$ cat src/ext_bus_timing_defines.vh
/*
 * constants for the external bus area timing block: register indices,
 * field positions, reset values and state codes.
 * assumes it is included once per file by its bare name.
 */
`ifndef EXT_BUS_TIMING_DEFINES_VH
`define EXT_BUS_TIMING_DEFINES_VH

// ***********************************************************************
// register map (byte addresses on the plain register port)
// ***********************************************************************
`define ADDR_W              12
`define REG_TERM_CTRL       12'h683
`define REG_AREA_WAIT       12'h010
`define REG_AREA_ACCESS     12'h014
`define REG_PORT8_FUNC      12'h018
`define REG_STATUS          12'h01C

// ***********************************************************************
// reset values
// ***********************************************************************
`define RST_TERM_CTRL       8'h00
`define RST_AREA_WAIT       16'h0000
`define RST_AREA_ACCESS     16'h0000
`define RST_PORT8_FUNC      8'h00

// ***********************************************************************
// field positions
// ***********************************************************************
`define BIT_HOLD_EXT        0
`define BIT_ADDR_DLY        2
`define BIT_WREC_LO         4
`define BIT_WREC_HI         5
`define BIT_ACCESS_TYPE_BIT3           3
`define BIT_SHARE_EN        7
`define BIT_BREQ_PIN        2

// ***********************************************************************
// sequencer state codes
// ***********************************************************************
`define ST_IDLE             3'h0
`define ST_ADDR             3'h1
`define ST_STRB             3'h2
`define ST_HOLD             3'h3
`define ST_RECV             3'h4

`endif

$ cat src/ext_bus_area_cycle_timing.v
/*
 * external bus chip-select area cycle sequencer with its settings
 * registers: address delay, strobe to select hold, write recovery and
 * split of writes wider than the bus, plus bus share control.
 * assumes a plain register port on ref_clk_in, an internal access
 * request from the same clock domain and an external bus request pin.
 */
// Behaviour
// - hold enable adds strobe-to-select hold cycle
// - access type top bit zero selects normal
// - delay enable adds address-to-select cycle
// - recovery field zero means no recovery
// - split writes of normal type hold only on last piece when delay is off and recovery on
// - reads always get enabled hold cycle
// - timing control is write-only, written whole
`timescale 1ns/1ps
`include "ext_bus_timing_defines.vh"
module ext_bus_area_cycle_timing (
  // clock and reset
  input  wire                 ref_clk_in,
  input  wire                 nrst_in,
  // register port
  input  wire [`ADDR_W-1:0]   reg_addr_in,
  input  wire [15:0]          reg_wdata_in,
  input  wire                 reg_wr_in,
  input  wire                 reg_rd_in,
  output reg  [15:0]          reg_rdata_out,
  // internal access request
  input  wire                 acc_req_in,
  input  wire                 acc_write_in,
  input  wire                 acc_wide_in,
  output reg                  acc_done_out,
  // external bus
  output reg                  addr_valid_out,
  output reg                  sel_n_out,
  output reg                  rd_n_out,
  output reg                  wr_n_out,
  output reg                  piece_out,
  // bus sharing
  input  wire                 bus_req_pin_in,
  output reg                  bus_grant_out
);

  // ***********************************************************************
  // settings registers
  // ***********************************************************************
  reg [7:0]  term_ctrl_ff;     // terminal and timing control, write only
  reg [15:0] area_wait_ff;     // area wait settings
  reg [15:0] area_access_ff;   // area access type
  reg [7:0]  port8_func_ff;    // port 8 function select

  wire wr_term   = reg_wr_in && (reg_addr_in == `REG_TERM_CTRL);
  wire wr_wait   = reg_wr_in && (reg_addr_in == `REG_AREA_WAIT);
  wire wr_access = reg_wr_in && (reg_addr_in == `REG_AREA_ACCESS);
  wire wr_port8  = reg_wr_in && (reg_addr_in == `REG_PORT8_FUNC);

  // whole-register writes only; term control has no readback to merge from
  always @(posedge ref_clk_in or negedge nrst_in) begin
    if (!nrst_in) begin
      term_ctrl_ff   <= `RST_TERM_CTRL;
      area_wait_ff   <= `RST_AREA_WAIT;
      area_access_ff <= `RST_AREA_ACCESS;
      port8_func_ff  <= `RST_PORT8_FUNC;
    end else begin
      if (wr_term) begin
        term_ctrl_ff <= reg_wdata_in[7:0];
      end
      if (wr_wait) begin
        area_wait_ff <= reg_wdata_in;
      end
      if (wr_access) begin
        area_access_ff <= reg_wdata_in;
      end
      if (wr_port8) begin
        port8_func_ff <= reg_wdata_in[7:0];
      end
    end
  end

  // ***********************************************************************
  // decoded settings
  // ***********************************************************************
  wire hold_extension_enable       = area_wait_ff[`BIT_HOLD_EXT];
  wire addr_to_select_delay_enable = area_wait_ff[`BIT_ADDR_DLY];
  wire write_recovery_hi           = area_wait_ff[`BIT_WREC_HI];
  wire write_recovery_lo           = area_wait_ff[`BIT_WREC_LO];
  wire access_type_bit3            = area_access_ff[`BIT_ACCESS_TYPE_BIT3];
  wire bus_share_enable            = term_ctrl_ff[`BIT_SHARE_EN];
  wire bus_request_pin_enable      = port8_func_ff[`BIT_BREQ_PIN];
  // normal memory/io type only; other codes are not supported
  wire normal_type = !access_type_bit3;
  wire [1:0] wrec  = {write_recovery_hi, write_recovery_lo};
  wire rec_on      = (wrec != 2'h0);
  // the documented quirk: hold dropped on early split-write pieces
  wire quirk = hold_extension_enable && normal_type &&
               !addr_to_select_delay_enable && rec_on;
  // sequencer state and recovery status, declared here for the status word
  reg  [2:0]  state_ff;      // sequencer state
  wire        rec_busy;      // recovery still counting
  wire [15:0] status_word = {11'h000, bus_grant_out, rec_busy,
                             state_ff};

  // ***********************************************************************
  // register read port, data one cycle after the strobe
  // ***********************************************************************
  reg [15:0] nxt_rdata;
  always @* begin
    case (reg_addr_in)
      `REG_AREA_WAIT:   nxt_rdata = area_wait_ff;
      `REG_AREA_ACCESS: nxt_rdata = area_access_ff;
      `REG_PORT8_FUNC:  nxt_rdata = {8'h00, port8_func_ff};
      `REG_STATUS:      nxt_rdata = status_word;
      default:          nxt_rdata = 16'h0000;   // incl. write-only
    endcase
  end

  always @(posedge ref_clk_in or negedge nrst_in) begin
    if (!nrst_in) begin
      reg_rdata_out <= 16'h0000;
    end else if (reg_rd_in) begin
      reg_rdata_out <= nxt_rdata;
    end else begin
      reg_rdata_out <= 16'h0000;
    end
  end

  // ***********************************************************************
  // bus share request pin
  // ***********************************************************************
  wire breq_sync;   // synchronised request level
  pin_sync u_breq_sync (
    .ref_clk_in (ref_clk_in),
    .nrst_in    (nrst_in),
    .pin_in     (bus_req_pin_in),
    .sync_out   (breq_sync)
  );

  // grant only when sharing and pin function both on; clearing the pin
  // function first lets a pending grant drop cleanly
  wire share_req = bus_share_enable && bus_request_pin_enable &&
                   breq_sync;
  always @(posedge ref_clk_in or negedge nrst_in) begin
    if (!nrst_in) begin
      bus_grant_out <= 1'b0;
    end else if (share_req && (state_ff == `ST_IDLE)) begin
      bus_grant_out <= 1'b1;
    end else if (!share_req) begin
      bus_grant_out <= 1'b0;
    end
  end

  // ***********************************************************************
  // recovery counter
  // ***********************************************************************
  reg  rec_load;
  cycle_counter u_rec_cnt (
    .ref_clk_in (ref_clk_in),
    .nrst_in    (nrst_in),
    .load_in    (rec_load),
    .count_in   (wrec),
    .busy_out   (rec_busy)
  );

  // ***********************************************************************
  // cycle sequencer
  // ***********************************************************************
  reg       write_ff;   // current access is a write
  reg       last_ff;    // current piece is the final one
  reg [2:0] nxt_state;
  reg       nxt_write;
  reg       nxt_last;
  reg       want_hold;

  always @* begin
    // hold on reads whenever hold is enabled; on writes, not on non-final pieces if quirk
    want_hold = hold_extension_enable &&
                (!write_ff || last_ff || !quirk);
  end

  always @* begin
    nxt_state = state_ff;
    nxt_write = write_ff;
    nxt_last  = last_ff;
    rec_load  = 1'b0;
    case (state_ff)
      `ST_IDLE: begin
        if (acc_req_in && !bus_grant_out && !rec_busy) begin
          nxt_write = acc_write_in;
          nxt_last  = !(acc_write_in && acc_wide_in);
          // optional address-to-select delay
          nxt_state = addr_to_select_delay_enable ?
                      `ST_ADDR : `ST_STRB;
        end
      end
      `ST_ADDR: begin
        nxt_state = `ST_STRB;
      end
      `ST_STRB: begin
        if (want_hold) begin
          nxt_state = `ST_HOLD;
        end else begin
          nxt_state = `ST_RECV;
        end
      end
      `ST_HOLD: begin
        nxt_state = `ST_RECV;
      end
      `ST_RECV: begin
        // recovery after each written piece when enabled
        // load once on leaving; reloading while stalled would never drain
        rec_load = write_ff && rec_on && !rec_busy;
        if (last_ff) begin
          nxt_state = `ST_IDLE;
        end else begin
          nxt_last  = 1'b1;
          nxt_state = addr_to_select_delay_enable ? `ST_ADDR : `ST_STRB;
        end
      end
      default: begin
        nxt_state = `ST_IDLE;
      end
    endcase
  end

  // recovery stall: stay in recv until the counter loaded by the previous piece drains
  wire advance = !((state_ff == `ST_RECV) && rec_busy);

  always @(posedge ref_clk_in or negedge nrst_in) begin
    if (!nrst_in) begin
      state_ff <= `ST_IDLE;
      write_ff <= 1'b0;
      last_ff  <= 1'b0;
    end else if (advance) begin
      state_ff <= nxt_state;
      write_ff <= nxt_write;
      last_ff  <= nxt_last;
    end
  end

  // ***********************************************************************
  // registered bus outputs
  // ***********************************************************************
  wire go_busy = advance && (nxt_state != `ST_IDLE);
  always @(posedge ref_clk_in or negedge nrst_in) begin
    if (!nrst_in) begin
      addr_valid_out <= 1'b0;
      sel_n_out      <= 1'b1;
      rd_n_out       <= 1'b1;
      wr_n_out       <= 1'b1;
      piece_out      <= 1'b0;
      acc_done_out   <= 1'b0;
    end else begin
      addr_valid_out <= go_busy ? (nxt_state != `ST_RECV) :
                        (state_ff != `ST_IDLE) &&
                        (state_ff != `ST_RECV);
      // select is held through the hold cycle, dropped in recovery
      sel_n_out <= !(advance ? (nxt_state == `ST_STRB ||
                                nxt_state == `ST_HOLD)
                             : (state_ff == `ST_STRB ||
                                state_ff == `ST_HOLD));
      rd_n_out  <= !(advance && nxt_state == `ST_STRB && !nxt_write);
      wr_n_out  <= !(advance && nxt_state == `ST_STRB && nxt_write);
      piece_out <= nxt_last;
      acc_done_out <= advance && (state_ff == `ST_RECV) && last_ff;
    end
  end
endmodule // ext_bus_area_cycle_timing

$ cat src/cycle_counter.v
/*
 * down counter used for recovery cycles: loads a count, ticks to zero.
 * assumes a single clock and asynchronous active low reset.
 */
`timescale 1ns/1ps
module cycle_counter (
  // clock and reset
  input  wire       ref_clk_in,
  input  wire       nrst_in,
  // control
  input  wire       load_in,
  input  wire [1:0] count_in,
  // status
  output wire       busy_out
);
  reg [1:0] cnt_ff;   // remaining cycles

  // ***********************************************************************
  // counter
  // ***********************************************************************
  always @(posedge ref_clk_in or negedge nrst_in) begin
    if (!nrst_in) begin
      cnt_ff <= 2'h0;
    end else if (load_in) begin
      cnt_ff <= count_in;
    end else if (cnt_ff != 2'h0) begin
      cnt_ff <= cnt_ff - 2'h1;
    end
  end

  assign busy_out = (cnt_ff != 2'h0);
endmodule // cycle_counter

$ cat src/pin_sync.v
/*
 * two flop synchroniser for a pin level.
 * assumes the pin is asynchronous to ref_clk_in.
 */
`timescale 1ns/1ps
module pin_sync (
  // clock and reset
  input  wire ref_clk_in,
  input  wire nrst_in,
  // pin and synchronised level
  input  wire pin_in,
  output reg  sync_out
);
  reg meta_ff;   // first stage, read only by the second

  // ***********************************************************************
  // two stages
  // ***********************************************************************
  always @(posedge ref_clk_in or negedge nrst_in) begin
    if (!nrst_in) begin
      meta_ff  <= 1'b0;
      sync_out <= 1'b0;
    end else begin
      meta_ff  <= pin_in;
      sync_out <= meta_ff;
    end
  end
endmodule // pin_sync

$ cat config.mk
export PLATFORM = sky130hd
export DESIGN_NAME = ext_bus_area_cycle_timing
export DESIGN_NICKNAME = d
export VERILOG_FILES = /design/src/ext_bus_area_cycle_timing.v /design/src/cycle_counter.v /design/src/pin_sync.v
export VERILOG_INCLUDE_DIRS = /design/src /design/src/src
export SDC_FILE = /design/constraint.sdc
export NUM_CORES = 1
export LEC_CHECK = 0
export CORE_MARGIN = 1
export CORE_UTILIZATION = 45
export CTS_CLUSTER_SIZE = 16
export DETAILED_ROUTE_END_ITERATION = 8
export DONT_BUFFER_PORTS = 1
export GPL_TIMING_DRIVEN = 0
export SLEW_MARGIN = 25
export SYNTH_ARGS = -nofsm -noshare
export SYNTH_HDL_FRONTEND = slang
export SYNTH_SLANG_ARGS = --single-unit
$ cat constraint.sdc
create_clock -name ref_clk_in -period 5.9 [get_ports ref_clk_in]
set_clock_uncertainty 0.2 [all_clocks]
set_input_delay 1.18 -clock ref_clk_in [delete_from_list [all_inputs] [get_ports ref_clk_in]]
set_output_delay 1.18 -clock ref_clk_in [all_outputs]
set_load 0.005 [all_outputs]
==> flow_summary_export.csv, run 1 <==
group,metric,value,unit
floorplanning,initial_util,0.4652,
yosys,yosysWarnings,0,
grt,globalRouteOverflowTotal,0,
yosys,ys_dominant_reg_cell,"dfrtp_1",
detailed_routing,routed_via_density,5.307,
critical_path,critical_path.cell_chain,"or4b_2, nor4_4, nand4b_2, buf_2, mux2_2",
sta,slew-limit-headroom,0.5338,
hold_path,min-delay-path-class,"reg2reg",
sta,finalSetupViolations,0,
sta,final_period_minus_worst_setup_slack,3.158,ns
layout,nets,275,
layout,post-route-cell-area,3477,um^2
floorplanning,die-height,85.81,um
yosys,ys_types,48,
layout,area.sequential,1831,um^2
pwr,ir_drop,116.3,uV
critical_path,timing.critical_path.slowest_cell_delay,0.71,ns
yosys,synth-seq-cells,73,
sta,fin_setup_tns,0,ns
sta,final-max-slew-violation-count,0,
yosys,synth_nets,264,
pwr,power_leakage,1.684,nW
sta,rsz_0062_raised_after_global_routing,"false",
floorplanning,die-width,85.81,um
clocking,post-cts-setup-buffer-count,0,
placement,io_buf_count,0,
sta,worstMarginPinSlew,0.6993,ns
layout,area_delta_synth_final,10.02,%
clocking,clock_tree_from_tritoncts,"yes",
clocking,max-clock-path-buffers,2,
clocking,cts-hold-fix-buffers,0,
critical_path,endpoint_kind,"register",
yosys,yosysSeqAreaShare,0.5792,
critical_path,cp_max_fo,10,
clocking,htree_levels,3,
detailed_routing,drtIter0Drc,127,
grt,grt_pass1_wl,9542,um
clocking,cts.root.buffer_cell,"clkbuf_8",
sta,clock.fmax,316.7,MHz
floorplanning,io_pins,59,
sta,fin_hold_ws,0.1538,ns
placement,hpwlAfterDp,3983,um
layout,count_of_inserted_antenna_diode_cells,0,
placement,gp_congestion,0.7293,
clocking,clkSinkCount,73,
critical_path,arrival,3.19,ns
layout,layout.cells.most_common,"dfrtp_1",
run,cap_viol_max_count,0,
critical_path,critPathRequiredTime,5.94,ns
yosys,synth_area,3161,um^2
pwr,overall_power_of_the_completed_layout,1.076,mW
detailed_routing,drc,0,
clocking,tritoncts.num_buffers,9,
critical_path,critical_path.slowest_cell,"or4b_2",
pwr,power_density,309.4,nW/um^2
layout,fillCellCount,596,
grt,grtUsageTotal,0.1760,
floorplanning,fp.dieArea,7363,um^2
detailed_routing,drt_pre_antenna_iters,4,
grt,grt_max_degree,74,
detailed_routing,drt-wirelength-per-cell,17.27,um
layout,multi_input_comb_area,1252,um^2
clocking,clk_transition_reported_paths,0.08,ns
yosys,synth-async-reset-ratio,1.000,
critical_path,worst_setup_path_start_kind,"input port",
floorplanning,rows,30,
critical_path,class_of_the_most_critical_setup_path,"in2reg",
placement,instance_area_at_placement,3281,um^2
detailed_routing,route.antenna.remaining_nets,0,
layout,drive_gt1_frac,0.3210,
yosys,postSynthCellCount,227,
detailed_routing,totalWireLength,5856,um
yosys,synth_edf_count,0,
floorplanning,core_area,6794,um^2
status,status,"complete, no violations",
detailed_routing,dr_total_vias,1799,
clocking,postCtsResizedCells,0,
sta,min_period_over_period,0.5352,
yosys,avg_synthesized_cell_area,13.92,um^2
sta,hold_viol,0,
clocking,clock_insertion_delay_worst_skew,0.35,ns
grt,first_global_vias,1838,
layout,mostFrequentLayoutCells,"dfrtp_1, mux2_2, nor2_1",
grt,grt_antenna_before_repair,0,
## path summary, 6_finish.rpt
kind / slack (ns) / cells past startpoint / end / start
setup / recovery: 2.74 / 5 / area_access_ff[5] / reg_addr_in[1]
hold / removal: 0.15 / 0 / u_breq_sync.sync_out / u_breq_sync.meta_ff
max in group asynchronous: 5.00 / 0 / wr_n_out / nrst_in
min in group asynchronous: 0.32 / 0 / state_ff[1] / nrst_in
setup reg to reg: 3.49 / 5 / rd_n_out / state_ff[2]
hold reg to reg: 0.15 / 0 / u_breq_sync.sync_out / u_breq_sync.meta_ff
## registers in the layout, indices dropped and copies added (netlist names)
register              count
u_breq_sync.sync_out      1
last_ff                   1
u_breq_sync.meta_ff       1
reg_rdata_out            16
port8_func_ff             8
addr_valid_out            1
bus_grant_out             1
rd_n_out                  1
acc_done_out              1
write_ff                  1
u_rec_cnt.cnt_ff          2
state_ff                  3
term_ctrl_ff              1
piece_out                 1
wr_n_out                  1
sel_n_out                 1
area_wait_ff             16
area_access_ff           16
## metal layers
metal / part of all wire / track usage
met1: 0.45 / 0.2312
met2: 0.47 / 0.2691
met3: 0.061 / 0.06545
met4: 0.015 / 0.06364
met5: 0 / 0
## cells in the mapped netlist, types with 2 or more instances
library cell | number | area [um^2]
dfrtp_1 | 70 | 1752
nand2_1 | 8 | 30.03
inv_1 | 5 | 18.77
o31ai_1 | 2 | 15.01
or3_1 | 2 | 12.51
and3_1 | 5 | 31.28
clkbuf_1 | 5 | 18.77
or4b_2 | 2 | 20.02
nand3_1 | 2 | 10.01
a211oi_1 | 2 | 15.01
nor2_1 | 17 | 63.81
nor2b_1 | 4 | 25.02
mux2_2 | 32 | 360.4
and2_1 | 2 | 12.51
mux4_2 | 4 | 90.09
o21ai_0 | 3 | 15.01
a21oi_1 | 7 | 35.03
dfstp_2 | 3 | 78.83
mux2_4 | 10 | 150.1
or2_2 | 3 | 18.77
mux2i_1 | 12 | 120.1
## critical path, delay by kind of cell
family,cells,cell delay [ns]
AND/OR/NAND/NOR,3,1.38
buffers and inverters,1,0.32
multiplexers,1,0.30
## power by group
part | total (mW) | switching, mW | internal, mW
Combinational | 0.126 | 0.0673 | 0.0585
Sequential | 0.558 | 0.0236 | 0.535
Clock | 0.392 | 0.186 | 0.206
Total | 1.08 | 0.277 | 0.799
## cells by family after synthesis
group,Yosys count,share of synthesized area
buffers and inverters,14,0.02454
and+or+nand+nor,59,0.1164
adders and majority gates,1,0.003958
DFF,73,0.5792
muxes,58,0.2280
AOI/OAI and AO/OA,22,0.04790
## area by class of cell
cell class	count	area share
Buffer	9	0.01691
Clock buffer	11	0.04066
Clock inverter	5	0.01583
Inverter	5	0.005398
Multi-Input combinational cell	140	0.3602
Sequential cell	73	0.5265
Tap cell	96	0.03454
## stage by stage
| stage | setup slack (ns) | util | std cells |
|---|---|---|---|
| after global routing | 2.583 | 0.5118 | 339 |
| after detailed placement | 2.334 | 0.4829 | 323 |
| final | 2.742 | 0.5118 | 339 |
| after floorplan | 2.540 | - | 227 |
| after global placement | 2.342 | 0.4829 | 323 |
| after CTS | 2.706 | 0.5118 | 339 |
No activity file was read; power rests on OpenSTA's default activity.
==> inputs of run 2 (changes only) <==
==> constraint.sdc (replaced) <==
create_clock -name ref_clk_in -period 3.22 [get_ports ref_clk_in]
set_clock_uncertainty 0.2 [all_clocks]
set_input_delay 0.644 -clock ref_clk_in [delete_from_list [all_inputs] [get_ports ref_clk_in]]
set_output_delay 0.644 -clock ref_clk_in [all_outputs]
set_load 0.005 [all_outputs]
==> run 2 against run 1 <==
  * Power up 85%
  * Worst setup slack worse by 2.2 ns
  * Clock power grew 82%
  * Routed wire length increased by 0.91%
  * Sequential cell count unchanged
  * Clock-buffer cell count stayed put
  * Global-route usage up 0.21 points
  * Sequential share of layout area down 0.56 points
  * Register-to-register slack got worse by 2.7 ns
  * Utilization increased by 0.55 points
  * First-iteration DRC count is 23% higher
  * Non-clock buffer count up 2
  * Largest cell class unchanged
==> flow_summary_export.csv, run 2 (synthesis gave the netlist of run 1 again) <==
group,metric,value,unit
floorplanning,rows,30,
sta,final-max-slew-violation-count,0,
layout,mostFrequentLayoutCells,"dfrtp_1, mux2_2, nor2_1",
layout,top_flop_regs,"area_access_ff (16), area_wait_ff (16), reg_rdata_out (16)",
pwr,power_leakage,1.701,nW
layout,layout.cells.most_common,"dfrtp_1",
clocking,postCtsResizedCells,0,
critical_path,setup.reg_to_reg.worst_slack,0.82,ns
clocking,max-clock-path-buffers,2,
critical_path,worstReg2RegStart,"state_ff[2]",
sta,worstMarginPinSlew,0.7062,ns
run,cap_viol_max_count,0,
detailed_routing,drt-wirelength-per-cell,17.33,um
hold_path,worst_hold_path.num_cells,0,
floorplanning,initial_util,0.4652,
sta,final_period_minus_worst_setup_slack,2.658,ns
grt,grt_antenna_before_repair,0,
critical_path,arrival,2.69,ns
placement,io_buf_count,0,
hold_path,hp-start,"bus_req_pin_in",
sta,rsz_0062_raised_after_global_routing,"false",
critical_path,cp_max_fo,8,
pwr,ir_drop,212.9,uV
critical_path,worst_setup_path_start_kind,"input port",
detailed_routing,totalWireLength,5909,um
critical_path,critical_path_buf_inv_count,0,
layout,fillCellCount,593,
clocking,clkSinkCount,73,
layout,nets,277,
critical_path,endpoint_kind,"register",
detailed_routing,routed_via_density,5.343,
clocking,clock_insertion_delay_worst_skew,0.35,ns
layout,count_of_inserted_antenna_diode_cells,0,
critical_path,class_of_the_most_critical_setup_path,"in2reg",
placement,gp_congestion,0.7293,
placement,hpwlAfterDp,3983,um
clocking,cts-hold-fix-buffers,2,
clocking,cts.root.buffer_cell,"clkbuf_8",
sta,clock.fmax,376.3,MHz
detailed_routing,route.antenna.remaining_nets,0,
hold_path,end_point_of_the_most_critical_hold_path,"u_breq_sync.meta_ff",
critical_path,critical-path-top-delay-family,"simple AND/OR/NAND/NOR gates",
clocking,clk_transition_reported_paths,0.07,ns
grt,grt_max_degree,74,
floorplanning,io_pins,59,
pwr,power_density,566.4,nW/um^2
critical_path,worst_r2r_path_depth,5,
sta,min_period_over_period,0.8253,
detailed_routing,drtIter0Drc,156,
critical_path,timing.critical_path.slowest_cell_delay,0.71,ns
clocking,clock_tree_from_tritoncts,"yes",
critical_path,critPathRequiredTime,3.25,ns
floorplanning,fp.dieArea,7363,um^2
sta,hold_viol,0,
layout,area_delta_synth_final,11.20,%
status,status,"complete, no violations",
grt,grt_pass1_wl,9660,um
clocking,htree_levels,3,
critical_path,critical_path.slowest_cell,"or4b_2",
sta,fin_setup_tns,0,ns
floorplanning,die-width,85.81,um
grt,grtUsageTotal,0.1780,
detailed_routing,drc,0,
sta,slew-limit-headroom,0.5292,
floorplanning,die-height,85.81,um
layout,drive_gt1_frac,0.3224,
critical_path,timing.rr.end,"rd_n_out",
grt,globalRouteOverflowTotal,0,
clocking,tritoncts.num_buffers,9,
floorplanning,core_area,6794,um^2
sta,fin_hold_ws,0.1275,ns
sta,finalSetupViolations,0,
detailed_routing,dr_total_vias,1822,
clocking,post-cts-setup-buffer-count,0,
critical_path,critical_path.cell_chain,"or4b_2, nor4_4, nand4b_1, mux2_2",
grt,first_global_vias,1860,
detailed_routing,drt_pre_antenna_iters,4,
hold_path,min-delay-path-class,"in2reg",
run 2: changes by cell type in the layout (fill, tap and decap cells not counted):
cell	delta
buf_16	+1
dlygate4sd3_1	+1
run 2: per-stage QoR:
step                      power, mW  area (um^2)    util  setup WS [ns]  instances
after global routing          2.093         3515  0.5173         0.4373        341
after detailed placement      1.276         3281  0.4829         0.1895        323
after CTS                     2.018         3515  0.5173         0.5619        341
final                         1.991         3515  0.5173         0.5624        341
after global placement        1.270         3281  0.4829         0.1976        323
after floorplan               1.219         3161       -         0.3959        227
run 2: worst max-delay path by stage:
stage	start	endpoint	slack [ns]	cells after the start
after floorplan	reg_addr_in[5]	area_wait_ff[0]	0.40	6
after global routing	reg_addr_in[1]	port8_func_ff[2]	0.44	4
after CTS	reg_addr_in[1]	port8_func_ff[2]	0.56	4
after global placement	reg_addr_in[1]	area_access_ff[6]	0.20	5
final	reg_addr_in[1]	port8_func_ff[2]	0.56	4
after detailed placement	reg_addr_in[1]	area_access_ff[5]	0.19	5
run 2: report_power, final:
group          total (mW)  switching, mW  internal (mW)  leakage, nW
Combinational       0.253          0.141          0.112        0.619
Sequential           1.02         0.0436          0.980        0.987
Clock               0.715          0.338          0.376       0.0953
Total                1.99          0.523           1.47         1.70
run 2: final cells by class:
type                       count  area (um^2)  share of cell area
tap                           96        120.1             0.03418
inverter                       5        18.77            0.005340
clock buffer                  11        141.4             0.04023
buffer                         9        58.81             0.01673
multi-input combinational    140         1252              0.3564
sequential                    73         1831              0.5208
clock inverter                 5        55.05             0.01566
timing repair buffer           2        37.54             0.01068
run 2: layer usage:
| layer | share of wire | GRT usage | vias up |
|---|---|---|---|
| li1 | - | - | 851 |
| met1 | 0.45 | 0.2312 | 922 |
| met2 | 0.47 | 0.2764 | 39 |
| met3 | 0.060 | 0.06545 | 10 |
| met4 | 0.015 | 0.06364 | 0 |
| met5 | 0 | 0 | - |
run 2: worst register-to-register path: stages, from the launching register on:
cell and delay (ns):
dfrtp_1 0.32, clkbuf_1 0.33, or4b_2 0.62, o32ai_1 0.24, o31ai_1 0.23, or3_1 0.39
